--- src/verilog/mgr_regs.svh ---
// offsets, field positions, reset values and limits of the magnetometer readout
`ifndef MGR_REGS_SVH
`define MGR_REGS_SVH

// register offsets
`define MGR_ADDR_ID 8'h00
`define MGR_ADDR_ST_LO 8'h10
`define MGR_ADDR_ST_HI 8'h1f
`define MGR_ADDR_SET_LO 8'h20
`define MGR_ADDR_SET_HI 8'h27

// status word layout
`define MGR_ST_RESET 16'hfc00
`define MGR_ST_ONES 6'h3f
`define MGR_ST_READY 0
`define MGR_ST_X1 1
`define MGR_ST_X2 2
`define MGR_ST_Y1 3
`define MGR_ST_Y2 4
`define MGR_ST_Z1 5
`define MGR_ST_Z2 6
`define MGR_ST_SENS 7
`define MGR_ST_ADC 8
`define MGR_ST_OVR 9

// result limits on the 18-bit raw converter value
`define MGR_FULL_MAX 18'h0_7fff
`define MGR_FULL_MIN 18'h3_8000
`define MGR_WIDE_MAX 18'h0_2c00
`define MGR_WIDE_MIN 18'h3_d400

// reset value of an axis result
`define MGR_RESULT_RESET 16'h0000

`endif

--- src/verilog/mgr_pkg.sv ---
// types of the magnetometer readout
package mgr_pkg;
  typedef logic [15:0] mgr_word_t;
  typedef logic signed [17:0] mgr_raw_t;
  typedef enum logic [3:0] {
    MGR_PWR_DOWN = 4'b0000,
    MGR_SINGLE = 4'b0001,
    MGR_CONT1 = 4'b0010,
    MGR_CONT2 = 4'b0100,
    MGR_CONT3 = 4'b0110,
    MGR_CONT4 = 4'b1000,
    MGR_CONT5 = 4'b1010,
    MGR_CONT6 = 4'b1100,
    MGR_CONT7 = 4'b1110
  } mgr_mode_e;
endpackage : mgr_pkg

--- src/verilog/mgr_axis.sv ---
// one axis: clamp of the raw value, result register and two switch flags
`timescale 1ns/1ps
`include "mgr_regs.svh"
module mgr_axis #(
  parameter int RAW_W = 18
) (
  input wire logic clk,
  input wire logic rst,
  input wire logic meas_stb,
  input wire logic signed [RAW_W-1:0] raw,
  input wire logic signed [RAW_W-1:0] lim_max,
  input wire logic signed [RAW_W-1:0] lim_min,
  input wire logic signed [15:0] op1,
  input wire logic signed [15:0] rel1,
  input wire logic signed [15:0] op2,
  input wire logic signed [15:0] rel2,
  output logic signed [15:0] result,
  output logic over,
  output logic sw1,
  output logic sw2
);
  import mgr_pkg::*;

  logic signed [RAW_W-1:0] clamped;
  logic signed [15:0] next_result;

  // clamp to the active range and flag the excess
  always_comb begin
    over = 1'b0;
    clamped = raw;
    if (raw > lim_max) begin
      clamped = lim_max;
      over = 1'b1;
    end else if (raw < lim_min) begin
      clamped = lim_min;
      over = 1'b1;
    end
    next_result = clamped[15:0];
  end

  // result register, only a measurement changes it
  always_ff @(posedge clk or posedge rst) begin
    if (rst) begin
      result <= `MGR_RESULT_RESET;
    end else if (meas_stb) begin
      result <= next_result;
    end
  end

  // level 1 switch: operate sets, release clears, in between holds
  always_ff @(posedge clk or posedge rst) begin
    if (rst) begin
      sw1 <= 1'b0;
    end else if (meas_stb) begin
      if (next_result >= op1) begin
        sw1 <= 1'b1;
      end else if (next_result <= rel1) begin
        sw1 <= 1'b0;
      end
    end
  end

  // level 2 switch, same hysteresis
  always_ff @(posedge clk or posedge rst) begin
    if (rst) begin
      sw2 <= 1'b0;
    end else if (meas_stb) begin
      if (next_result >= op2) begin
        sw2 <= 1'b1;
      end else if (next_result <= rel2) begin
        sw2 <= 1'b0;
      end
    end
  end
endmodule : mgr_axis

--- src/verilog/mgr_rdmux.sv ---
// read word selection for identification, status and result reads
`timescale 1ns/1ps
`include "mgr_regs.svh"
module mgr_rdmux (
  input wire logic clk,
  input wire logic rst,
  input wire logic rd_stb,
  input wire logic [7:0] addr,
  input wire logic [1:0] idx,
  input wire logic [15:0] id_word,
  input wire logic [15:0] status,
  input wire logic [15:0] res_x,
  input wire logic [15:0] res_y,
  input wire logic [15:0] res_z,
  output logic [15:0] rd_data,
  output logic rd_valid,
  output logic is_axis
);
  import mgr_pkg::*;

  logic [15:0] res [3];
  logic [15:0] word;
  logic hit;
  logic [1:0] n;

  assign res[0] = res_x;
  assign res[1] = res_y;
  assign res[2] = res_z;

  // status first, then the axes chosen by the low address bits, z before y before x
  always_comb begin
    word = 16'h0000;
    hit = 1'b0;
    n = 2'd0;
    if (addr == `MGR_ADDR_ID) begin
      word = (idx == 2'd0) ? id_word : 16'h0000; // reserved word reads zero
    end else if (addr >= `MGR_ADDR_ST_LO && addr <= `MGR_ADDR_ST_HI) begin
      if (idx == 2'd0) begin
        word = status;
      end else begin
        for (int a = 2; a >= 0; a--) begin
          if (addr[a]) begin
            n = n + 2'd1;
            if (n == idx) begin
              word = res[a];
              hit = 1'b1;
            end
          end
        end
      end
    end
  end

  assign is_axis = rd_stb & hit;

  // registered read data
  always_ff @(posedge clk or posedge rst) begin
    if (rst) begin
      rd_data <= 16'h0000;
      rd_valid <= 1'b0;
    end else begin
      rd_valid <= rd_stb;
      if (rd_stb) begin
        rd_data <= word;
      end
    end
  end
endmodule : mgr_rdmux

--- src/verilog/mgr_readout.sv ---
// magnetometer status and result readout, top level
//
// What this block does
// Identification word at 00h: low byte part code, high byte maker code.
// Ready flag sets when a result lands in single or continuous mode.
// Ready flag clears on any axis result read or a 20h-27h setting access.
// In continuous modes overrun sets when an unread result is replaced.
// Overrun returns to zero once a following measurement replaces no unread result.
// Per axis level 1 switch: operate threshold sets, release threshold clears.
// Per axis level 2 switch: operate threshold sets, release threshold clears.
// Sensor overflow flag follows X or Y overflow, zero otherwise.
// Converter overflow flag marks the reported results as invalid.
// Results are 16-bit two's complement, low byte in bits 7:0.
// High sensitivity: every axis spans -32768 to 32767.
// Wide range: X and Y are limited to -11264 to 11264.
// Wide range: Z keeps the full -32768 to 32767 span.
// Status reads at every address 10h-1fh; low byte resets to zero.
// The external reset pin returns every register to reset value.
// Status bits 15:10 read one; status resets to fc00.
// Out-of-range X or Y is clamped to the limit and flagged.
// Results reset to zero; read-only registers ignore host writes.
`timescale 1ns/1ps
`include "mgr_regs.svh"
module mgr_readout #(
  parameter logic [7:0] PART_CODE = 8'h5a, // arbitrary value
  parameter logic [7:0] MAKER_CODE = 8'h3c, // arbitrary value
  parameter int RAW_W = 18
) (
  input wire logic SYS_CLK,
  input wire logic RESET,
  input wire mgr_pkg::mgr_mode_e MODE,
  input wire logic WIDE_RANGE,
  input wire logic MEAS_STB,
  input wire logic signed [RAW_W-1:0] MEAS_X,
  input wire logic signed [RAW_W-1:0] MEAS_Y,
  input wire logic signed [RAW_W-1:0] MEAS_Z,
  input wire logic MEAS_ADC_OVF,
  input wire logic signed [15:0] OP1_X,
  input wire logic signed [15:0] REL1_X,
  input wire logic signed [15:0] OP2_X,
  input wire logic signed [15:0] REL2_X,
  input wire logic signed [15:0] OP1_Y,
  input wire logic signed [15:0] REL1_Y,
  input wire logic signed [15:0] OP2_Y,
  input wire logic signed [15:0] REL2_Y,
  input wire logic signed [15:0] OP1_Z,
  input wire logic signed [15:0] REL1_Z,
  input wire logic signed [15:0] OP2_Z,
  input wire logic signed [15:0] REL2_Z,
  input wire logic RD_STB,
  input wire logic [7:0] RD_ADDR,
  input wire logic [1:0] RD_IDX,
  input wire logic SET_STB,
  input wire logic [7:0] SET_ADDR,
  output mgr_pkg::mgr_word_t RD_DATA,
  output logic RD_VALID,
  output mgr_pkg::mgr_word_t STATUS_OUT,
  output logic RESULT_READY
);
  import mgr_pkg::*;

  logic signed [RAW_W-1:0] raw [3];
  logic signed [RAW_W-1:0] lim_max [3];
  logic signed [RAW_W-1:0] lim_min [3];
  logic signed [15:0] op1 [3];
  logic signed [15:0] rel1 [3];
  logic signed [15:0] op2 [3];
  logic signed [15:0] rel2 [3];
  logic signed [15:0] result [3];
  logic [2:0] over;
  logic [2:0] sw1;
  logic [2:0] sw2;
  logic result_ready_flag;
  logic result_overrun_flag;
  logic sensor_overflow_flag;
  logic converter_overflow_flag;
  logic meas_taken;
  logic continuous;
  logic axis_read;
  logic set_access;
  logic ready_clear;
  mgr_word_t status_word;
  mgr_word_t identification_word;

  // per-axis inputs gathered for the generate loop
  assign raw[0] = MEAS_X;
  assign raw[1] = MEAS_Y;
  assign raw[2] = MEAS_Z;
  assign op1[0] = OP1_X;
  assign op1[1] = OP1_Y;
  assign op1[2] = OP1_Z;
  assign rel1[0] = REL1_X;
  assign rel1[1] = REL1_Y;
  assign rel1[2] = REL1_Z;
  assign op2[0] = OP2_X;
  assign op2[1] = OP2_Y;
  assign op2[2] = OP2_Z;
  assign rel2[0] = REL2_X;
  assign rel2[1] = REL2_Y;
  assign rel2[2] = REL2_Z;

  // mode decode: power-down ignores results, codes above single are continuous
  assign meas_taken = MEAS_STB && (MODE != MGR_PWR_DOWN);
  assign continuous = (MODE != MGR_PWR_DOWN) && (MODE != MGR_SINGLE);

  // one axis slice each; x and y shrink in wide range, z never does
  for (genvar g = 0; g < 3; g++) begin : g_axis
    if (g < 2) begin : g_xy
      assign lim_max[g] = WIDE_RANGE ? `MGR_WIDE_MAX : `MGR_FULL_MAX;
      assign lim_min[g] = WIDE_RANGE ? `MGR_WIDE_MIN : `MGR_FULL_MIN;
    end else begin : g_z
      assign lim_max[g] = `MGR_FULL_MAX;
      assign lim_min[g] = `MGR_FULL_MIN;
    end
    mgr_axis #(
      .RAW_W(RAW_W)
    ) u_axis (
      .clk(SYS_CLK),
      .rst(RESET),
      .meas_stb(meas_taken),
      .raw(raw[g]),
      .lim_max(lim_max[g]),
      .lim_min(lim_min[g]),
      .op1(op1[g]),
      .rel1(rel1[g]),
      .op2(op2[g]),
      .rel2(rel2[g]),
      .result(result[g]),
      .over(over[g]),
      .sw1(sw1[g]),
      .sw2(sw2[g])
    );
  end

  // setting register window that also drops the ready flag
  assign set_access = SET_STB && (SET_ADDR >= `MGR_ADDR_SET_LO)
                      && (SET_ADDR <= `MGR_ADDR_SET_HI);
  assign ready_clear = axis_read || set_access;

  // ready flag, a new result wins over a clear in the same cycle
  always_ff @(posedge SYS_CLK or posedge RESET) begin
    if (RESET) begin
      result_ready_flag <= 1'b0;
    end else if (meas_taken) begin
      result_ready_flag <= 1'b1;
    end else if (ready_clear) begin
      result_ready_flag <= 1'b0;
    end
  end

  // overrun: unread result replaced; recomputed at each measurement
  always_ff @(posedge SYS_CLK or posedge RESET) begin
    if (RESET) begin
      result_overrun_flag <= 1'b0;
    end else if (meas_taken) begin
      result_overrun_flag <= continuous && result_ready_flag && !ready_clear;
    end
  end

  // sensor overflow: x or y out of range at the last measurement
  always_ff @(posedge SYS_CLK or posedge RESET) begin
    if (RESET) begin
      sensor_overflow_flag <= 1'b0;
    end else if (meas_taken) begin
      sensor_overflow_flag <= over[0] || over[1];
    end
  end

  // converter overflow reported with each measurement
  always_ff @(posedge SYS_CLK or posedge RESET) begin
    if (RESET) begin
      converter_overflow_flag <= 1'b0;
    end else if (meas_taken) begin
      converter_overflow_flag <= MEAS_ADC_OVF;
    end
  end

  // status and identification words
  assign status_word = {`MGR_ST_ONES, result_overrun_flag, converter_overflow_flag,
                        sensor_overflow_flag, sw2[2], sw1[2], sw2[1], sw1[1],
                        sw2[0], sw1[0], result_ready_flag};
  assign identification_word = {MAKER_CODE, PART_CODE};

  // read path; there is no write path into these read-only words
  mgr_rdmux u_rdmux (
    .clk(SYS_CLK),
    .rst(RESET),
    .rd_stb(RD_STB),
    .addr(RD_ADDR),
    .idx(RD_IDX),
    .id_word(identification_word),
    .status(status_word),
    .res_x(result[0]),
    .res_y(result[1]),
    .res_z(result[2]),
    .rd_data(RD_DATA),
    .rd_valid(RD_VALID),
    .is_axis(axis_read)
  );

  assign STATUS_OUT = status_word;
  assign RESULT_READY = result_ready_flag;
endmodule : mgr_readout

--- config.mk ---
export PLATFORM = sky130hd
export DESIGN_NAME = mgr_readout
export DESIGN_NICKNAME = d
export VERILOG_FILES = /design/src/verilog/mgr_pkg.sv /design/src/verilog/mgr_axis.sv /design/src/verilog/mgr_rdmux.sv /design/src/verilog/mgr_readout.sv
export VERILOG_INCLUDE_DIRS = /design/src /design/src/verilog
export SDC_FILE = /design/constraint.sdc
export NUM_CORES = 1
export LEC_CHECK = 0
export BUFFER_PORTS_ARGS = -buffer_cell sky130_fd_sc_hd__buf_4
export CELL_PAD_IN_SITES_DETAIL_PLACEMENT = 1
export CELL_PAD_IN_SITES_GLOBAL_PLACEMENT = 1
export CORE_ASPECT_RATIO = 1.4
export CORE_UTILIZATION = 35
export DETAILED_ROUTE_END_ITERATION = 8
export GPL_TIMING_DRIVEN = 0
export MAX_ROUTING_LAYER = met4
export PLACE_DENSITY = 0.92
export REMOVE_ABC_BUFFERS = 1
export SLEW_MARGIN = 20
export SYNTH_ARGS = -nofsm -noshare
export SYNTH_HDL_FRONTEND = slang
export SYNTH_SLANG_ARGS = --single-unit
--- constraint.sdc ---
create_clock -name SYS_CLK -period 2.3 [get_ports SYS_CLK]
set_input_delay 0.46 -clock SYS_CLK [delete_from_list [all_inputs] [get_ports SYS_CLK]]
set_output_delay 0.46 -clock SYS_CLK [all_outputs]
set_load 0.03 [all_outputs]
**After elaboration in Yosys (flattened, before gate mapping)**

Index checks and enable logic that the tools add are counted.

- Register bits after elaboration: 75
- Input bits: 275
- Output and inout port bits: 34
- Word-level logic and storage cells: 123

- Add/subtract/negate cells: 2
- Order comparisons: 22
- Equal/unequal tests: 4
- Muxes and demuxes: 53
- Bitwise gates (word level): 1
- Reductions and logical operators: 26

Operators with widths:

| cell | count |
|---|---|
| $mux 16 | 15 |
| $ge 16x16->1 | 6 |
| $le 16x16->1 | 6 |
| $gt 18x16->1 | 2 |
| $lt 18x16->1 | 2 |
| $mux 15 | 2 |
| $mux 1 | 28 |
| $gt 18x16->1 const B | 1 |
| $lt 18x16->1 const B | 1 |
| $mux 14 | 1 |
| $mux 2 | 7 |
| $reduce_bool 2->1 | 7 |
| $reduce_and 2->1 | 6 |
| $ge 8x5->1 const B | 1 |
| $ge 8x6->1 const B | 1 |
| $le 8x5->1 const B | 1 |
| $le 8x6->1 const B | 1 |
| $logic_not 8->1 | 1 |
| $logic_and 1x1->1 | 7 |
| $add 2x1->2 const B | 2 |
| $eq 2x2->1 | 2 |
| $ne 4x1->1 const B | 1 |
| $reduce_bool 4->1 | 1 |
| $eq 1x2->1 const A | 1 |
| other kinds (4) | 5 |

**Depth between registers and ports, before layout**

Gate-level depths: netlist (run 1).

- Depth after elaboration: 20
- Gate-level depth with buffers: 16
- Depth with buffers taken out: 15

**Cells and area by module**

Synthesis (run 1) repeated with hierarchy kept, for this count alone.

- Cell total of the unflattened synthesis: 1,640
- Area total of the unflattened synthesis: 13,112.6 µm²

By module, submodules not included:

| module | instances | cells each | area an instance (µm²) | seq. area each (µm²) |
|---|---|---|---|---|
| mgr_axis (g_axis[1].u_axis ...) | 2 | 479 | 3,778.6 | 450.4 |
| mgr_axis (g_axis[0].u_axis) | 1 | 460 | 3,717.3 | 450.4 |
| mgr_rdmux | 1 | 191 | 1,549.0 | 425.4 |
| mgr_readout | 1 | 31 | 289.0 | 100.1 |

**Worst setup path before layout (run 1)**

No wires, ideal clock.

- Path type: input to register
- Start point: input WIDE_RANGE
- End point: register g_axis[1].u_axis.sw1
- Library setup time: 0.150 ns
- Arrival time: 3.755 ns
- Data required time: 2.150 ns
- Setup slack: -1.605 ns
- Stages: 16
- Path buffers: 2
- Cell sequence: buf_4 -> inv_1 -> ha_1 -> nand4bb_1 -> nor3_1 -> a221oi_2 -> a22o_1 -> buf_1 -> a21oi_1 -> ha_1 -> nand2b_1 -> a21o_1 -> a211o_1 -> a211oi_1 -> o21a_1 -> o311ai_0

- Word-level cells in the longest chain between the ends: 7
- Elaborated cells between the ends (all ways): 11
- Those cells by class: 4 x order compare; 5 x mux; 2 x reduce/logical

Ends and longest elaborated chain:

| item | RTL line | source |
|---|---|---|
| from (decl) | mgr_readout.sv:32 | `input wire logic WIDE_RANGE,` |
| $mux 15 (no source line) | n/a |  |
| $lt 18x16->1 | mgr_axis.sv:34 | `end else if (raw < lim_min) begin` |
| $mux 16 | mgr_axis.sv:34 |  |
| $mux 16 * | mgr_axis.sv:31 | `if (raw > lim_max) begin` |
| $le 16x16->1 / $ge 16x16->1 (equally long branches) | mgr_axis.sv:57, mgr_axis.sv:55 |  |
| $reduce_bool 2->1 (no source line) | n/a |  |
| $reduce_and 2->1 (no source line) | n/a |  |
| to (signal assigned) | mgr_axis.sv:53 | `sw1 <= 1'b0;` |
| to (signal assigned) | mgr_axis.sv:56 | `sw1 <= 1'b1;` |
| to (signal assigned) | mgr_axis.sv:58 | `sw1 <= 1'b0;` |
| to (decl) | mgr_axis.sv:19 | `output logic sw1,` |

Every way passes the cells marked *; elsewhere a longest branch is shown, timed or not.
A chain may end at the register's enable or synchronous reset.

**Worst setup path after layout (run 1)**

- Start point: input WIDE_RANGE
- End point: register g_axis[1].u_axis.sw2

- Word-level cells in the longest chain between the ends: 7
- Elaborated cells between the ends (all ways): 11
- Those cells by class: 4 x order compare; 5 x mux; 2 x reduce/logical

Ends and longest elaborated chain:

| item | RTL line | source |
|---|---|---|
| $mux 15 (no source line) | n/a |  |
| $lt 18x16->1 | mgr_axis.sv:34 |  |
| $mux 16 | mgr_axis.sv:34 |  |
| $mux 16 * | mgr_axis.sv:31 |  |
| net g_axis[1].u_axis.clamped[1] | mgr_axis.sv:24 | `logic signed [RAW_W-1:0] clamped;` |
| $le 16x16->1 / $ge 16x16->1 (equally long branches) | mgr_axis.sv:70, mgr_axis.sv:68 |  |
| $reduce_bool 2->1 (no source line) | n/a |  |
| $reduce_and 2->1 (no source line) | n/a |  |
| to (signal assigned) | mgr_axis.sv:66 | `sw2 <= 1'b0;` |
| to (signal assigned) | mgr_axis.sv:69 | `sw2 <= 1'b1;` |
| to (signal assigned) | mgr_axis.sv:71 | `sw2 <= 1'b0;` |
| to (decl) | mgr_axis.sv:20 | `output logic sw2` |

Mark *: on every way through the listed nets, which the timed path passes. The rest lies on a longest branch.

==> impl_metrics.env, run 1 <==
export IMPL_status="finished, violations left"
export IMPL_violations="setup timing"
export IMPL_clkTransAtPathRegs_ns=0.06
export IMPL_wl_met1_mm=16.4
export IMPL_seq_area_frac_synth_pct=19.3
export IMPL_grt_max_degree=55
export IMPL_worst_pin_slew_ns=0.977
export IMPL_route_detailed_wl_per_inst_microns=24.9
export IMPL_synth_top_area_share_pct=28.5
export IMPL_dp_cells=1830
export IMPL_clock_latency_ns=0.34
export IMPL_rrSetupSlack_ns=1.00
export IMPL_ant_nets=0
export IMPL_report_final_hold_viol_count=0
export IMPL_final_cells=1965
export IMPL_crit_chain="bufbuf_16 > ha_1 > nand2b_4 > a211oi_2 > a2111o_1 > a22o_4 > buf_4 > buf_8 > a21o_4 > ha_1 > nor2b_1 > o211ai_1 > a21o_1 > a211oi_1 > o211ai_1 > o211ai_1"
export IMPL_antenna_found_initial=2
export IMPL_die_area_sq_mm=0.0285
export IMPL_die_h_microns=199
export IMPL_routed_wl_mm=48.8
export IMPL_routed_top_layer="met4"
export IMPL_area_growth_syn_to_layout_pct=56.1
export IMPL_drt_vias_per_instance=5.84
export IMPL_relSlewSlack_pct=34.6
export IMPL_synth_avg_cell_area_sq_um=8.08
export IMPL_num_rows=71
export IMPL_period_share_pct=180
export IMPL_io_pins=309
export IMPL_worstReg2RegEnd="u_rdmux.rd_data[8]"
export IMPL_numCtsBuffers=9
export IMPL_placed_area_sq_mm=0.0123
export IMPL_cpLargestDelayFamily="compound AO/OA/AOI/OAI gates"
export IMPL_numPortBuffers=299
export IMPL_ctsHtreeMaxLevel=3
export IMPL_n_fill_cell=3122
export IMPL_initialDrtViolationCount=622
export IMPL_setup_slack_ns=-1.84
export IMPL_async_flop_share_pct=100
export IMPL_route_met3_wl_mm=2.57
export IMPL_dpl_hpwl_mm=30.2
export IMPL_fin_util_pct=56.0
export IMPL_drc_errors=0
export IMPL_grt_ovfl_total=0
export IMPL_gp_congestion=0.923
export IMPL_fmax_mhz=241
export IMPL_track_usage_pct=29.1
export IMPL_finalPower_mw=6.49
export IMPL_rsz0062_at_grt="true"
export IMPL_start_util_pct=35.9
export IMPL_yosysMostFrequentCell="ha_1"
export IMPL_worstSetupPathType="input pin to flop"
export IMPL_fin_area_sq_mm=0.0152
export IMPL_cp_arrival_ns=4.35
export IMPL_p_per_area_mw_per_mm2=428
export IMPL_start_kind="input pin"
export IMPL_r2r_start="g_axis[1].u_axis.result[8]"
export IMPL_clockBufferDepth=2
export IMPL_synth_flop_cell="dfrtp_1"
export IMPL_grt_pass1_wl_mm=61.6
export IMPL_critPathRequiredTime_ns=2.50
export IMPL_dieWidth_microns=143
export IMPL_multiInputGateArea_sq_mm=0.00825
export IMPL_drv_cap=0
export IMPL_cp_slowest_cell="a2111o_1"
export IMPL_regArea_sq_mm=0.00188
export IMPL_wl_met2_mm=26.1
export IMPL_cp_common_cell="o211ai_1"
export IMPL_first_pass_iters=5
export IMPL_period_needed_ns=4.14
export IMPL_final_nets=2089
export IMPL_path_buf_inv=3
export IMPL_cts_root_buf="clkbuf_16"
export IMPL_maxSlewViolCount=0
export IMPL_yosys_warnings=0
export IMPL_ir_drop_v=0.000353
export IMPL_synth_commonest_cells="ha_1, inv_1, a21oi_1"
export IMPL_grt_pass1_vias=11907
export IMPL_hold_class="input pin to asynchronous set/reset pin"
export IMPL_cp_max_fo=17
export IMPL_synth_edf_count=0
export IMPL_vias=11475
export IMPL_ys_ff_latch=75
export IMPL_core_area_sq_mm=0.0271
export IMPL_synth_cells=1203
export IMPL_r2r_cells=4
export IMPL_cpPeakStageDelay_ns=0.52
export IMPL_skew_ns=0.00748
export IMPL_yosys_area_top_type="ha_1"
export IMPL_synth_area_leaders="ha_1, dfrtp_1, inv_1"
export IMPL_netlist_area_sq_mm=0.00972
export IMPL_cts_tree="built"
export IMPL_synthDistinctLibCells=69
export IMPL_end_kind="flop"
export IMPL_cts_sinks=75
export IMPL_drive_gt1_share_pct=40.4
export IMPL_setup_violations_final=36
export IMPL_leakage_nw=7.72
[registers in the layout, summed over array words and instances, names as in the netlist]
register,cells
g_axis.u_axis.sw2,3
result_overrun_flag,1
g_axis.u_axis.sw1,3
u_rdmux.rd_data,16
g_axis.u_axis.result,48
RESULT_READY,1
sensor_overflow_flag,1
converter_overflow_flag,1
u_rdmux.rd_valid,1
[repair_timing]
item,4_1_cts,5_1_grt
setup endpoints to repair,55,35
pin swaps,40,94
resized for setup,152,130
gates cloned,6,2
setup buffers,48,62
hold buffers,0,0
[power by group]
| part | total [mW] | switching (mW) | leakage [nW] | internal, mW |
|---|---|---|---|---|
| sequential | 1.62 | 0.143 | 0.909 | 1.47 |
| clock | 1.55 | 0.589 | 0.156 | 0.957 |
| combinational | 3.33 | 1.77 | 6.65 | 1.56 |
| total | 6.49 | 2.50 | 7.72 | 3.99 |
[how the worst max path moves through the flow]
stage | slack [ns] | end | depth (start not counted) | startpoint
CTS | -1.37 | g_axis[1].u_axis.sw2 | 16 | WIDE_RANGE
detailed placement | -2.91 | g_axis[1].u_axis.sw1 | 15 | WIDE_RANGE
global route | -2.09 | g_axis[1].u_axis.sw1 | 16 | WIDE_RANGE
floorplan | -1.47 | g_axis[0].u_axis.sw1 | 14 | WIDE_RANGE
global placement | -2.86 | g_axis[1].u_axis.sw1 | 15 | WIDE_RANGE
finish | -1.84 | g_axis[1].u_axis.sw2 | 16 | WIDE_RANGE
[worst reg2reg max path: stages (launching register included)]
cell	delay [ns]
dfrtp_1	0.39
a22oi_1	0.40
a21oi_1	0.16
a21oi_1	0.14
o2bb2ai_1	0.08
[metal layers]
metal / vias up / global-route usage (%)
li1: 5087 / -
met2: 530 / 55.7
met3: 246 / 3.16
met4: 0 / 17.3
met1: 5612 / 27.9
met5: - / -
[per-stage QoR]
stage	hold slack [ns]	setup slack (ns)	TNS, ns
floorplan	0.446	-1.47	-19.34
global placement	0.461	-2.86	-160.86
detailed placement	0.469	-2.91	-61.57
CTS	0.170	-1.37	-8.86
global route	0.195	-2.09	-19.51
finish	0.163	-1.84	-17.35
[cells in the final DEF (no fill, tap or decap), types with 22 or more instances in the layout]
cell type  synthesis  layout
buf_4             17     379
ha_1             221     187
nand4_1           44      44
ha_4               0      33
inv_1            199     197
nor2_1            76      50
a21o_4             0      22
mux2_2            24      22
buf_6              3      23
a21o_1            51      29
a21oi_1          102      82
nand2_1           88      81
dfrtp_1           75      75
o211ai_1          22      22
o21ai_0           34      26
[layout make-up]
cell class              instances  share of cell area, %
repair buffers                418                   23.1
inverters                     200                   4.99
clock buffers                   9                   1.48
clock inverters                 7                  0.652
multi-input cells             889                   54.4
well taps                     365                   3.01
diodes                          2                 0.0330
flip-flops and latches         75                   12.4
[kinds of logic after synthesis]
| family | synth area share (%) |
|---|---|
| xor+xnor | 0.180 |
| flops | 19.3 |
| compound gates | 21.9 |
| mux | 4.12 |
| other cells | 0.0386 |
| buf+inv | 10.4 |
| fa+ha+maj | 28.5 |
| simple gates | 15.6 |
(Power assumes the default switching activity.)
==> inputs of run 2 (changes only) <==
--- a/config.mk
+++ b/config.mk
@@ -12,7 +12,6 @@
 export CORE_ASPECT_RATIO = 1.4
 export CORE_UTILIZATION = 35
 export DETAILED_ROUTE_END_ITERATION = 8
-export GPL_TIMING_DRIVEN = 0
 export MAX_ROUTING_LAYER = met4
 export PLACE_DENSITY = 0.92
 export REMOVE_ABC_BUFFERS = 1
==> run 2 against run 1 <==
The run still ends with setup timing left. Hold slack improved by 0.0039 ns. Critical path depth increased by 1. Via count increased by 13%. Clock skew increased by 0.0078 ns. Clock power decreased by 11%. Die area unchanged. Largest cell class unchanged.
==> impl_metrics.env, run 2 (same netlist as run 1, synthesis figures left out) <==
export IMPL_final_nets=2212
export IMPL_cts_root_buf="clkbuf_16"
export IMPL_gp_congestion=0.948
export IMPL_drive_gt1_share_pct=45.6
export IMPL_maxSlewViolCount=0
export IMPL_first_pass_iters=5
export IMPL_critPathRequiredTime_ns=2.51
export IMPL_initialDrtViolationCount=916
export IMPL_grt_ovfl_total=0
export IMPL_vias=12948
export IMPL_grtUsageMet2_pct=66.8
export IMPL_drt_vias_per_instance=6.19
export IMPL_numPortBuffers=299
export IMPL_period_needed_ns=4.13
export IMPL_route_detailed_wl_per_inst_microns=30.2
export IMPL_hold_class="input pin to asynchronous set/reset pin"
export IMPL_fin_area_sq_mm=0.0163
export IMPL_top_regs="g_axis.u_axis.result: 48 flops, u_rdmux.rd_data: 16 flops"
export IMPL_dieWidth_microns=143
export IMPL_worst_pin_slew_ns=0.869
export IMPL_track_usage_pct=37.9
export IMPL_ctsHtreeMaxLevel=3
export IMPL_cpPeakStageDelay_ns=0.48
export IMPL_grt_pass1_vias=13995
export IMPL_gr_usage_met1_pct=33.6
export IMPL_cts_tree="built"
export IMPL_layout_commonest_cell="buf_4"
export IMPL_ant_nets=0
export IMPL_grt_max_degree=58
export IMPL_start_kind="input pin"
export IMPL_numCtsBuffers=9
export IMPL_routed_wl_mm=63.2
export IMPL_setup_violations_final=36
export IMPL_io_pins=309
export IMPL_layout_common_cells="buf_4, inv_1, ha_1"
export IMPL_report_final_hold_viol_count=0
export IMPL_violations="setup timing"
export IMPL_die_area_sq_mm=0.0285
export IMPL_largest_reg_flops=48
export IMPL_dpl_hpwl_mm=35.2
export IMPL_clkTransAtPathRegs_ns=0.07
export IMPL_use_met3_pct=8.27
export IMPL_period_share_pct=180
export IMPL_status="finished, violations left"
export IMPL_cts_sinks=75
export IMPL_cp_slowest_cell="a2111o_1"
export IMPL_r2r_cells=4
export IMPL_dp_cells=1996
export IMPL_start_util_pct=35.9
export IMPL_antenna_found_initial=6
export IMPL_final_cells=2091
export IMPL_clock_latency_ns=0.37
export IMPL_largest_register="g_axis.u_axis.result"
export IMPL_area_growth_syn_to_layout_pct=67.4
export IMPL_worstSetupPathType="input pin to flop"
export IMPL_die_h_microns=199
export IMPL_p_per_area_mw_per_mm2=434
export IMPL_drv_cap=0
export IMPL_rsz0062_at_grt="true"
export IMPL_crit_start="WIDE_RANGE"
export IMPL_placed_area_sq_mm=0.0135
export IMPL_drc_errors=0
export IMPL_crit_path_end="g_axis[1].u_axis.sw1"
export IMPL_num_rows=71
export IMPL_grt_busiest_layer="met2"
export IMPL_crit_chain="buf_12 > buf_16 > ha_4 > a211oi_2 > nor2_1 > a2111o_1 > a21o_1 > nor2_2 > nor2_1 > buf_4 > ha_1 > a21oi_1 > o21ai_0 > a21oi_1 > o22ai_2 > o21ai_1 > o311ai_2"
export IMPL_leakage_nw=8.31
export IMPL_end_kind="flop"
export IMPL_r2r_start="g_axis[2].u_axis.result[11]"
export IMPL_skew_ns=0.0153
export IMPL_worstReg2RegEnd="u_rdmux.rd_data[11]"
export IMPL_relSlewSlack_pct=41.9
export IMPL_clockBufferDepth=2
export IMPL_core_area_sq_mm=0.0271
export IMPL_rrSetupSlack_ns=0.56
export IMPL_setup_slack_ns=-1.83
export IMPL_fmax_mhz=242
export IMPL_grt_pass1_wl_mm=78.1
export IMPL_cts_hold_buffers=0
export IMPL_cp_max_fo=7
export IMPL_ir_drop_v=0.000462
export IMPL_cp_arrival_ns=4.34
run 2: worst min-delay path by stage:
| stage | from | to | slack (ns) | cells after the start |
|---|---|---|---|---|
| final | RESET | RESULT_READY | 0.17 | 2 |
| after CTS | RESET | RESULT_READY | 0.22 | 2 |
| after floorplan | g_axis[1].u_axis.result[15] | g_axis[1].u_axis.result[15] | 0.45 | 2 |
| after global placement | g_axis[2].u_axis.result[5] | g_axis[2].u_axis.result[5] | 0.46 | 2 |
| after global routing | RESET | RESULT_READY | 0.21 | 2 |
| after detailed placement | g_axis[0].u_axis.result[15] | g_axis[0].u_axis.result[15] | 0.47 | 2 |
run 2: where the power goes:
group | internal [mW] | switching (mW)
clock network | 0.734 | 0.650
registers | 1.47 | 0.197
logic | 1.86 | 2.14
total | 4.07 | 2.99
run 2: timing repair:
item                                    4_1_cts  5_1_grt
setup buffers                                42       34
endpoints found under the setup margin       35       37
cloned                                        3        0
gates resized for setup                     219      101
pin swaps                                    98       83
run 2: through the flow:
step	utilization [%]	setup WS (ns)	TNS (ns)	hold slack (ns)	power, mW
2_1_floorplan	-	-1.47	-19.34	0.446	2.97
4_1_cts	56.9	-1.16	-9.05	0.218	6.16
5_1_grt	60.0	-1.82	-18.56	0.206	7.29
3_5_place_dp	49.9	-1.92	-29.56	0.469	4.42
6_report	60.0	-1.83	-18.07	0.167	7.06
3_3_place_gp	49.9	-1.69	-25.12	0.461	4.23
run 2: final cells by class:
type	instances	area [sq um]
diodes	5	12.5
clock buffers	14	244
clock inverters	2	12.5
fillers	3096	10800
inverters	200	754
multi-input cells	887	8480
flip-flops and latches	75	1880
well taps	365	457
repair buffers	543	4430
run 2: per-layer routing:
| layer | share of wire (%) | wire (microns) |
|---|---|---|
| met3 | 9.5 | 5980 |
| met4 | 11 | 6910 |
| met2 | 48 | 30200 |
| met1 | 32 | 20200 |
| met5 | 0 | 0 |
run 2: critical path: cells and delay by family:
| kind | cells | cell delay [ns] |
|---|---|---|
| simple gates | 3 | 0.72 |
| fa+ha+maj | 2 | 0.55 |
| buf+inv | 3 | 0.46 |
| compound gates | 9 | 2.15 |
